### config.mk
export PLATFORM = sky130hd
export DESIGN_NAME = rtc_sec_min
export DESIGN_NICKNAME = d
export VERILOG_FILES = /design/src/rtl/rtc_sec_min_pkg.sv /design/src/rtl/rtc_tick_gen.sv /design/src/rtl/rtc_bcd_digit_pair.sv /design/src/rtl/rtc_sec_min.sv
export SDC_FILE = /design/constraint.sdc
export NUM_CORES = 1
export LEC_CHECK = 0
export BUFFER_PORTS_ARGS = -buffer_cell sky130_fd_sc_hd__buf_2
export CAP_MARGIN = 20
export CORE_MARGIN = 2
export CORE_UTILIZATION = 58
export DETAILED_ROUTE_END_ITERATION = 7
export PLACE_DENSITY_LB_ADDON = 0.15
export SETUP_SLACK_MARGIN = 0.02
export SYNTH_ARGS = -nofsm -noshare
export SYNTH_HDL_FRONTEND = slang
export SYNTH_HIERARCHICAL = 1
export SYNTH_SLANG_ARGS = --single-unit
export TNS_END_PERCENT = 10
### constraint.sdc
create_clock -name core_clk -period 6.3 [get_ports core_clk]
set_input_delay 0.63 -clock core_clk [delete_from_list [all_inputs] [get_ports core_clk]]
set_output_delay 0.63 -clock core_clk [all_outputs]
set_load 0.05 [all_outputs]
### src/rtl/rtc_sec_min_pkg.sv
/*
  Package for the seconds/minutes time counter block: register map,
  field layout, timing constants and shared types.
  Assumes a single 250 MHz core clock and an AHB-Lite register bus.
*/
package rtc_sec_min_pkg;

  // ----------------------------------------------------------------------
  // Register map (byte addresses)
  // ----------------------------------------------------------------------
  localparam logic [7:0] seconds_count_addr = 8'h00;
  localparam logic [7:0] minutes_count_addr = 8'h04;
  localparam logic [7:0] counter_control_addr = 8'h08;
  localparam logic [7:0] hour_carry_count_addr = 8'h0C;

  // ----------------------------------------------------------------------
  // Field layout
  // ----------------------------------------------------------------------
  localparam int busy_bit = 7;
  localparam logic [3:0] units_max = 4'h9;
  localparam logic [2:0] tens_max = 3'h5;
  localparam logic [3:0] units_zero = 4'h0;
  localparam logic [2:0] tens_zero = 3'h0;
  localparam logic [6:0] digits_zero = 7'h00;

  // Control register bits
  localparam int ctrl_run_bit = 0;
  localparam int ctrl_free_run_bit = 1;
  localparam int ctrl_soft_reset_bit = 2;
  localparam logic [2:0] ctrl_reset_value = 3'h1;

  // ----------------------------------------------------------------------
  // Timing
  // ----------------------------------------------------------------------
  localparam int clk_freq_mhz = 250;
  localparam int tick_period_s = 1;
  localparam int tick_cycles_default = tick_period_s * clk_freq_mhz * 1000000;
  localparam int busy_cycles = 2;

  // ----------------------------------------------------------------------
  // Types
  // ----------------------------------------------------------------------
  typedef struct packed
  {
    logic [2:0] tens;
    logic [3:0] units;
  } bcd_pair_type;

  typedef struct packed
  {
    logic write;
    logic [7:0] addr;
  } bus_req_type;

endpackage

### src/rtl/rtc_tick_gen.sv
/*
  One-second tick generator: divides the core clock into a one-cycle
  pulse. Assumes the caller holds run low to stop the count.
*/
`timescale 1ns/10ps

module rtc_tick_gen #(
  parameter int tick_cycles = rtc_sec_min_pkg::tick_cycles_default
)
(
  input wire logic core_clk,
  input wire logic rst_b,
  input wire logic run,
  input wire logic clear,
  output logic tick
);

  logic [31:0] count;
  logic [31:0] next_count;
  logic next_tick;

  always_comb
  begin
    next_count = count;
    next_tick = 1'b0;
    if (clear)
    begin
      next_count = 32'h00000000;
    end
    else if (run)
    begin
      if (count == 32'(tick_cycles - 1))
      begin
        next_count = 32'h00000000;
        next_tick = 1'b1;
      end
      else
      begin
        next_count = count + 32'h00000001;
      end
    end
  end

  always_ff @(posedge core_clk)
  begin
    if (!rst_b)
    begin
      count <= 32'h00000000;
      tick <= 1'b0;
    end
    else
    begin
      count <= next_count;
      tick <= next_tick;
    end
  end

endmodule

### src/rtl/rtc_bcd_digit_pair.sv
/*
  Two-digit BCD counter 00..59 with load and clear.
  Assumes load and step never matter together: load wins.
*/
`timescale 1ns/10ps

module rtc_bcd_digit_pair
(
  input wire logic core_clk,
  input wire logic rst_b,
  input wire logic clear,
  input wire logic load,
  input wire rtc_sec_min_pkg::bcd_pair_type load_value,
  input wire logic step,
  output rtc_sec_min_pkg::bcd_pair_type value,
  output logic carry
);

  rtc_sec_min_pkg::bcd_pair_type next_value;

  always_comb
  begin
    next_value = value;
    carry = 1'b0;
    if (clear)
    begin
      next_value = rtc_sec_min_pkg::digits_zero;
    end
    else if (load)
    begin
      next_value = load_value;
    end
    else if (step)
    begin
      if (value.units == rtc_sec_min_pkg::units_max)
      begin
        next_value.units = rtc_sec_min_pkg::units_zero;
        if (value.tens == rtc_sec_min_pkg::tens_max)
        begin
          next_value.tens = rtc_sec_min_pkg::tens_zero;
          carry = 1'b1;
        end
        else
        begin
          next_value.tens = value.tens + 3'h1;
        end
      end
      else
      begin
        next_value.units = value.units + 4'h1;
      end
    end
  end

  always_ff @(posedge core_clk)
  begin
    if (!rst_b)
    begin
      value <= rtc_sec_min_pkg::digits_zero;
    end
    else
    begin
      value <= next_value;
    end
  end

endmodule

### src/rtl/rtc_sec_min.sv
/*
  Seconds and minutes time counter with an AHB-Lite register slave.
  Holds BCD seconds and minutes, an 8-bit free-running mode, a busy
  flag during updates, a soft reset bit and the carry into hours.
  Assumes one 250 MHz clock, synchronous active-low reset, and a
  single-word-only AHB-Lite master.
*/
// Local design decisions: the address map and register access over AHB-Lite.
`timescale 1ns/10ps

module rtc_sec_min #(
  parameter int tick_cycles = rtc_sec_min_pkg::tick_cycles_default
)
(
  input wire logic core_clk,
  input wire logic rst_b,
  input wire logic hsel,
  input wire logic [31:0] haddr,
  input wire logic [1:0] htrans,
  input wire logic hwrite,
  input wire logic [2:0] hsize,
  input wire logic [31:0] hwdata,
  input wire logic hready,
  output logic [31:0] hrdata,
  output logic hreadyout,
  output logic hresp,
  output logic hour_carry
);

  // ----------------------------------------------------------------------
  // Bus address phase capture
  // ----------------------------------------------------------------------
  rtc_sec_min_pkg::bus_req_type req;
  rtc_sec_min_pkg::bus_req_type next_req;
  logic req_valid;
  logic next_req_valid;
  logic addr_phase;

  assign addr_phase = hsel && hready && htrans[1];
  assign hreadyout = 1'b1;
  assign hresp = 1'b0;

  always_comb
  begin
    next_req_valid = addr_phase;
    next_req = req;
    if (addr_phase)
    begin
      next_req.write = hwrite;
      next_req.addr = haddr[7:0];
    end
  end

  always_ff @(posedge core_clk)
  begin
    if (!rst_b)
    begin
      req_valid <= 1'b0;
      req <= '0;
    end
    else
    begin
      req_valid <= next_req_valid;
      req <= next_req;
    end
  end

  logic wr_en;
  logic rd_en;
  assign wr_en = req_valid && req.write;
  assign rd_en = addr_phase && !hwrite;

  // ----------------------------------------------------------------------
  // Control register
  // ----------------------------------------------------------------------
  logic [2:0] ctrl;
  logic [2:0] next_ctrl;
  logic soft_counter_reset;
  logic run;
  logic free_run;

  assign run = ctrl[rtc_sec_min_pkg::ctrl_run_bit];
  assign free_run = ctrl[rtc_sec_min_pkg::ctrl_free_run_bit];
  // Soft reset is a self-clearing write strobe
  assign soft_counter_reset = wr_en
    && req.addr == rtc_sec_min_pkg::counter_control_addr
    && hwdata[rtc_sec_min_pkg::ctrl_soft_reset_bit];

  always_comb
  begin
    next_ctrl = ctrl;
    next_ctrl[rtc_sec_min_pkg::ctrl_soft_reset_bit] = 1'b0;
    if (wr_en && req.addr == rtc_sec_min_pkg::counter_control_addr)
    begin
      next_ctrl[rtc_sec_min_pkg::ctrl_run_bit] =
        hwdata[rtc_sec_min_pkg::ctrl_run_bit];
      next_ctrl[rtc_sec_min_pkg::ctrl_free_run_bit] =
        hwdata[rtc_sec_min_pkg::ctrl_free_run_bit];
    end
  end

  always_ff @(posedge core_clk)
  begin
    if (!rst_b)
    begin
      ctrl <= rtc_sec_min_pkg::ctrl_reset_value;
    end
    else
    begin
      ctrl <= next_ctrl;
    end
  end

  // ----------------------------------------------------------------------
  // Tick and counters
  // ----------------------------------------------------------------------
  logic tick;
  logic sec_step;
  logic min_step;
  logic sec_carry;
  logic min_carry;
  logic sec_load;
  logic min_load;
  rtc_sec_min_pkg::bcd_pair_type sec_value;
  rtc_sec_min_pkg::bcd_pair_type min_value;
  rtc_sec_min_pkg::bcd_pair_type wr_digits;
  logic [7:0] free_count;
  logic [7:0] next_free_count;

  rtc_tick_gen #(
    .tick_cycles(tick_cycles)
  ) u_tick (
    .core_clk(core_clk),
    .rst_b(rst_b),
    .run(run),
    .clear(soft_counter_reset),
    .tick(tick)
  );

  assign wr_digits = hwdata[6:0];
  assign sec_load = wr_en
    && req.addr == rtc_sec_min_pkg::seconds_count_addr;
  assign min_load = wr_en
    && req.addr == rtc_sec_min_pkg::minutes_count_addr;
  assign sec_step = tick && !free_run;
  assign min_step = sec_carry;

  rtc_bcd_digit_pair u_seconds (
    .core_clk(core_clk),
    .rst_b(rst_b),
    .clear(soft_counter_reset),
    .load(sec_load && !free_run),
    .load_value(wr_digits),
    .step(sec_step),
    .value(sec_value),
    .carry(sec_carry)
  );

  rtc_bcd_digit_pair u_minutes (
    .core_clk(core_clk),
    .rst_b(rst_b),
    .clear(soft_counter_reset),
    .load(min_load),
    .load_value(wr_digits),
    .step(min_step),
    .value(min_value),
    .carry(min_carry)
  );

  // Free-running 8-bit mode of the seconds register
  always_comb
  begin
    next_free_count = free_count;
    if (soft_counter_reset)
    begin
      next_free_count = 8'h00;
    end
    else if (sec_load && free_run)
    begin
      next_free_count = {1'b0, hwdata[6:0]};
    end
    else if (tick && free_run)
    begin
      next_free_count = free_count + 8'h01;
    end
  end

  // ----------------------------------------------------------------------
  // Busy flag and hour carry
  // ----------------------------------------------------------------------
  logic [1:0] busy_count;
  logic [1:0] next_busy_count;
  logic busy;
  logic next_hour_carry;
  logic [7:0] hour_events;
  logic [7:0] next_hour_events;

  assign busy = busy_count != 2'h0;

  always_comb
  begin
    next_busy_count = busy_count;
    next_hour_carry = min_carry;
    next_hour_events = hour_events;
    if (soft_counter_reset)
    begin
      next_busy_count = 2'h0;
      next_hour_events = 8'h00;
    end
    else
    begin
      if (tick)
      begin
        next_busy_count = 2'(rtc_sec_min_pkg::busy_cycles);
      end
      else if (busy)
      begin
        next_busy_count = busy_count - 2'h1;
      end
      if (min_carry)
      begin
        next_hour_events = hour_events + 8'h01;
      end
    end
  end

  always_ff @(posedge core_clk)
  begin
    if (!rst_b)
    begin
      free_count <= 8'h00;
      busy_count <= 2'h0;
      hour_carry <= 1'b0;
      hour_events <= 8'h00;
    end
    else
    begin
      free_count <= next_free_count;
      busy_count <= next_busy_count;
      hour_carry <= next_hour_carry;
      hour_events <= next_hour_events;
    end
  end

  // ----------------------------------------------------------------------
  // Read data
  // ----------------------------------------------------------------------
  logic [31:0] next_hrdata;

  always_comb
  begin
    next_hrdata = 32'h00000000;
    if (rd_en)
    begin
      unique case (haddr[7:0])
        rtc_sec_min_pkg::seconds_count_addr:
        begin
          if (free_run)
          begin
            next_hrdata[7:0] = free_count;
          end
          else
          begin
            next_hrdata[7:0] = {busy, sec_value};
          end
        end
        rtc_sec_min_pkg::minutes_count_addr:
        begin
          next_hrdata[7:0] = {busy, min_value};
        end
        rtc_sec_min_pkg::counter_control_addr:
        begin
          next_hrdata[2:0] = ctrl;
        end
        rtc_sec_min_pkg::hour_carry_count_addr:
        begin
          next_hrdata[7:0] = hour_events;
        end
        default:
        begin
          next_hrdata = 32'h00000000;
        end
      endcase
    end
  end

  always_ff @(posedge core_clk)
  begin
    if (!rst_b)
    begin
      hrdata <= 32'h00000000;
    end
    else
    begin
      hrdata <= next_hrdata;
    end
  end

endmodule

[After elaboration in Yosys (flattened, before gate mapping)]
Cells that the tools add are included.
Storage, ports and cells
  flip-flop bits (word level): 111
  bits in latches: 0
  bits in writable memories: 0
  bits in read-only memories: 0
  input bits: 74
  output and inout port bits: 35
  logic and storage cells: 98
  memories: 0
Cells by class
  add/subtract/negate cells: 8
  multipliers: 0
  divide/modulo/power cells: 0
  $lt $le $gt $ge: 0
  eq/ne operators: 10
  shift operators: 0
  multiplexer cells: 29
  bitwise gates (word level): 2
  reduce and logical (&&, ||, !) cells: 30
Operator list (number)
  $mux 7: 6
  $add 32x1->32 const B: 1
  $eq 32x28->1 const B: 1
  $mux 32: 1
  $eq 8x4->1 const B: 3
  $add 8x1->8 const B: 2
  $eq 8x3->1 const B: 2
  $logic_not 8->1: 2
  $pmux 5 s3: 1
  $reduce_bool 2->1: 7
  $logic_and 1x1->1: 12
  $mux 3: 4
  $pmux 3 s4: 1
  $mux 1: 11
  $reduce_or 3->1: 3
  $add 4x1->4 const B: 2
  $eq 4x4->1 const B: 2
  $mux 4: 2
  $mux 8: 1
  $add 3x1->3 const B: 2
  $eq 3x3->1 const B: 2
  $reduce_and 2->1: 3
  $mux 2: 2
  $logic_not 1->1: 2
  other kinds (3): 4

[Longest topological paths before layout]
  depth in word-level cells: 9
  depth in mapped cells: 13

[Hierarchy]
Netlist, hierarchy kept.
Modules (own cells, without submodules)
  rtc_sec_min: times used 1, cells each 244, area an instance 2172.1 µm², sequential area each 780.7 µm²
  rtc_tick_gen: times used 1, cells each 183, area an instance 1562.7 µm², sequential area each 660.6 µm²
  rtc_bcd_digit_pair: times used 2, cells each 48, area an instance 386.6 µm², sequential area each 140.1 µm²

[Worst setup path before layout]
No wires, ideal clock.
  path type: flip-flop to flip-flop
  start: register ctrl[1]
  end: register hour_events[5]
  arrival: 2.571 ns
  required time: 6.186 ns
  slack: 3.614 ns
  cell stages (with the launch flop): 13
  clock period less this slack: 2.686 ns
  path through: dfxtp_1 -> buf_2 -> buf_2 -> nor2b_1 -> nand3_1 -> nor3_1 -> nand3_1 -> nor3_1 -> clkbuf_1 -> and4_1 -> nand3_1 -> xor2_1 -> nor2_1
On the way
  longest elaborated chain between the ends: 8
  elaborated cells on any way between the ends: 9
  those cells by class: 6 x mux; 3 x reduce/logical
Ends and longest elaborated chain
  from (decl): RTL line rtc_sec_min.sv:76  | logic [2:0] ctrl;
  from (signal assigned): RTL line rtc_sec_min.sv:106  | ctrl <= rtc_sec_min_pkg::ctrl_reset_value;
  from (signal assigned): RTL line rtc_sec_min.sv:110  | ctrl <= next_ctrl;
  $logic_not 1->1: RTL line rtc_sec_min.sv:145  | assign sec_step = tick && !free_run;
  $logic_and 1x1->1: RTL line rtc_sec_min.sv:145
  net sec_step: RTL line rtc_sec_min.sv:118  | logic sec_step;
  $mux 1: RTL line rtc_bcd_digit_pair.sv:33  | else if (step)
  $mux 1: RTL line rtc_bcd_digit_pair.sv:29  | else if (load)
  $mux 1: RTL line rtc_bcd_digit_pair.sv:25  | if (clear)
  net min_step: RTL line rtc_sec_min.sv:119  | logic min_step;
  $mux 1: RTL line rtc_bcd_digit_pair.sv:33
  $mux 1: RTL line rtc_bcd_digit_pair.sv:29
  $mux 1: RTL line rtc_bcd_digit_pair.sv:25
  net min_carry: RTL line rtc_sec_min.sv:121  | logic min_carry;
  to (signal assigned): RTL line rtc_sec_min.sv:241  | hour_events <= next_hour_events;
  to (decl): RTL line rtc_sec_min.sv:195  | logic [7:0] hour_events;
The timed path passes the listed nets, and every way through them passes these cells.
A chain may end at the register's enable or synchronous reset.

[Worst setup path in the final report]
  start: register ctrl[1]
  end: register hour_events[5]
On the way
  longest elaborated chain between the ends: 8
  elaborated cells on any way between the ends: 9
  those cells by class: 6 x mux; 3 x reduce/logical
Ends and longest elaborated chain (RTL line)
  $logic_not 1->1 *: rtc_sec_min.sv:145, rtc_sec_min.sv:152
  $logic_and 1x1->1: rtc_sec_min.sv:145
  $mux 1: rtc_bcd_digit_pair.sv:33
  $mux 1 *: rtc_bcd_digit_pair.sv:29
  $mux 1 *: rtc_bcd_digit_pair.sv:25
  net min_step: rtc_sec_min.sv:119
  $mux 1 *: rtc_bcd_digit_pair.sv:33
  $mux 1 *: rtc_bcd_digit_pair.sv:29
  $mux 1 *: rtc_bcd_digit_pair.sv:25
  net min_carry: rtc_sec_min.sv:121
The timed path passes the listed nets; every way through them passes the cells marked *.

==> impl_results.md <==
* Remaining DRCs at 0
* Seq/Total Area, Yosys at a little under two fifths
* Fmax at 283 MHz
* Avg Synthesized Cell Area at about 8.6 um2
* CP Class: reg2reg
* Pint at about 0.00076 W
* Global placement routability congestion at ~0.85
* Drt first pass iters at 5
* Clock latency on the worst-skew pair at between 300 and 400 ps
* Wirelength per Cell at between 10 and 15 um
* Critical Path, Cell by Cell: nor2_1 -> nor2_1 -> nand3_1 -> nor3_1 -> nand3_1 -> nor3_1 -> and4_1 -> nand3_1 -> xor2_1 -> nor2_1
* Row Count at 32
* Share of the synthesized area in the top cell type at between 30% and 40%
* P_leak at roughly 1.7 nW
* H-Tree Level Count at 3
* Seq cells post-synth at 86
* Worst IR Drop VDD at about 0.00016 V
* WHS Path Cells at 1
* Max-Cap Viols at 0
* Largest area contributor in the netlist: dfxtp_1
* Clk sinks at 86
* 1st-iter DRT viols at roughly 150
* Netlist area before placement at between 4000 and 5000 um2
* Setup TNS at 0 ps
* CP Max Fanout at 19
* Worst Path Required at ~6500 ps
* Clock buffer depth at 2
* Initial antenna violation count at 0
* Commonest cells after routing, fill and taps aside: dfxtp_1, nor2_1, nand2_1
* Flop pwr share at 53.8%
* Slowest cell on the critical path: dfxtp_1
* Commonest non-fill, non-tap cell in the layout: dfxtp_1
* CTS buffer count at 9
* Grt total ovfl at 0
* Worst R2R Path Depth at 10
* Sw Ratio at approximately a quarter
* Post-CTS sizing at 0
* Via count at around 3700
* Status: complete, no violations
* Number of global-route vias before repair at roughly 3300
* I/O Buffers at 29
* Postcts setup bufs at 0
* Arrival @ worst endpoint at roughly 3800 ps
* Pin count of the biggest net entering global routing at 29
* Die footprint at 8490 um2
* Fillers at ~690
* Vias per inst at around 5.7
* Post-DRT Antenna Nets at 0
* Global-route wire length before repair at around 15000 um
* Unrepaired setup endpoints after global routing: no
* Combinational Power Share at about 7.2%
* P per Cell Area at between 200 and 250 nW/um2
* Worst slew pin tran at between 800 and 900 ps
* Final WL at about 9400 um
* Hold-fix buffers at CTS at 0
* Gate Count Post-Synth at about 520
* Inserted Diodes at 0
* TritonCTS clock tree: built
* Die Y at about 92 um
* Psw at 0.000269 W
* Critical path capture point type: flop
* CP startpoint kind: flop
* Final setup violation count at 0
* Post-synth cell types at between 50 and 60
* Core area at around 7600 um2
* Area added between synthesis and finish at 6.05%
* Synth warnings at 6
* Worst hold slack at roughly 460 ps
* IO Count at 109
* CTS root buf: clkbuf_8
* Final Hold Fails at 0
* Top FF cell, synth: dfxtp_1
* Total GRT Usage at ~23%
* Dpl hpwl at 6790 um
* Max_slew headroom at between 40% and 50%
* DIE WIDTH at approximately 92 um
* Minimum clock period at between 3000 and 4000 ps
* Total Nets Final at 620
* Max Clock Skew at slightly below 9 ps
* Part of the cycle the worst path needs at 56.0%
* Ys async rst share at 0%
* Slowest stage delay, CP at just under 800 ps
* Clock slew at reported path FFs at roughly 90 ps
* Fraction of layout cells with a size suffix above 1 at 14.2%
* Clock power share at approximately two fifths
* Synth area leaders: dfxtp_1, nor2_1, xor2_1
* Post-synth EDFFs at 0
* Min-delay worst type: reg2reg
* Final Max Slew Viols at 0
* Initial Util at 58.9%
[per-stage QoR]
stage | utilization, % | total power (W) | worst slack, ps | cell area, um2 | cells
finish | 62.5 | 0.00103 | 2770 | 4780 | 650
global placement | 59.7 | 0.000636 | 2810 | 4570 | 633
floorplan | - | 0.000636 | 3610 | 4600 | 547
detailed placement | 59.8 | 0.000638 | 2810 | 4570 | 634
CTS | 62.5 | 0.00104 | 2810 | 4780 | 650
global route | 62.5 | 0.00107 | 2460 | 4780 | 650
[registers in the layout, indices dropped and copies added (netlist names)]
register         flops
hour_events          8
u_minutes/value      7
u_seconds/value      7
req                  9
hrdata               8
free_count           8
u_tick/tick          1
hour_carry           1
u_tick/count        32
ctrl                 2
busy_count           2
req_valid            1
[worst max-delay path, delay by kind of cell, from the launching register on]
family	cells	cell delay, ps
XOR/XNOR	1	160
flip-flops	1	770
AND/OR/NAND/NOR	9	2460
[power groups by stage]
stage          clock (W)  combinational [W]  sequential (W)
6_report        0.000401          0.0000739        0.000552
3_3_place_gp           0          0.0000721        0.000564
4_1_cts         0.000411          0.0000733        0.000552
3_5_place_dp           0          0.0000731        0.000565
2_1_floorplan          0          0.0000718        0.000564
5_1_grt         0.000434          0.0000791        0.000553
[cell type report]
type	instances	area (um2)	area share (%)
sequential	86	1720	36.0
tap	102	128	2.67
multi-input combinational	405	2530	53.0
inverter	11	41.3	0.864
timing repair buffer	30	150	3.14
clock inverter	6	70.1	1.47
clock buffer	10	138	2.88
[kinds of logic (layout without fill, tap and decap cells)]
kind of cell,Yosys count,count (layout),synth area share (%)
simple gates,236,236,27.9
compound gates,76,76,11.9
mux,19,19,4.61
other cells,2,26,0.167
buf+inv,56,57,7.63
fa+ha+maj,3,3,0.833
xor+xnor,45,45,8.74
flops,86,86,38.2
[routing by layer]
metal / routed length [um] / global-route usage, % / up-vias
met5: 0 / 0 / -
met4: 229 / 10.9 / 0
met3: 261 / 3.70 / 17
met2: 4620 / 38.4 / 64
met1: 4280 / 28.2 / 1765
li1: - / - / 1836
[Yosys cell counts, drive strengths merged (4+ instances only)]
master,count
and4b,4
nand2,51
nor2b,8
xnor2,17
a31oi,10
and3,6
inv,11
nand3,33
nor4,9
clkbuf,9
or3,4
nand4,18
o21ai,23
a21boi,9
and4,5
dfxtp,86
mux2i,5
nor3,13
buf,36
a21oi,10
mux2,14
a32oi,5
nor2,66
xor2,28
[path summary, 6_finish.rpt]
kind,startpoint,endpoint,slack (ps)
worst max-delay path,ctrl[1]$_SDFFE_PN0P_,hour_events[5]$_SDFFE_PP0P_,2770
worst min-delay path,busy_count[0]$_SDFFE_PP0N_,busy_count[0]$_SDFFE_PP0N_,460
worst max register to register,ctrl[1]$_SDFFE_PN0P_,hour_events[5]$_SDFFE_PP0P_,2770
worst min register to register,busy_count[0]$_SDFFE_PP0N_,busy_count[0]$_SDFFE_PP0N_,460
Note: power is estimated with default switching activity, not from simulation.
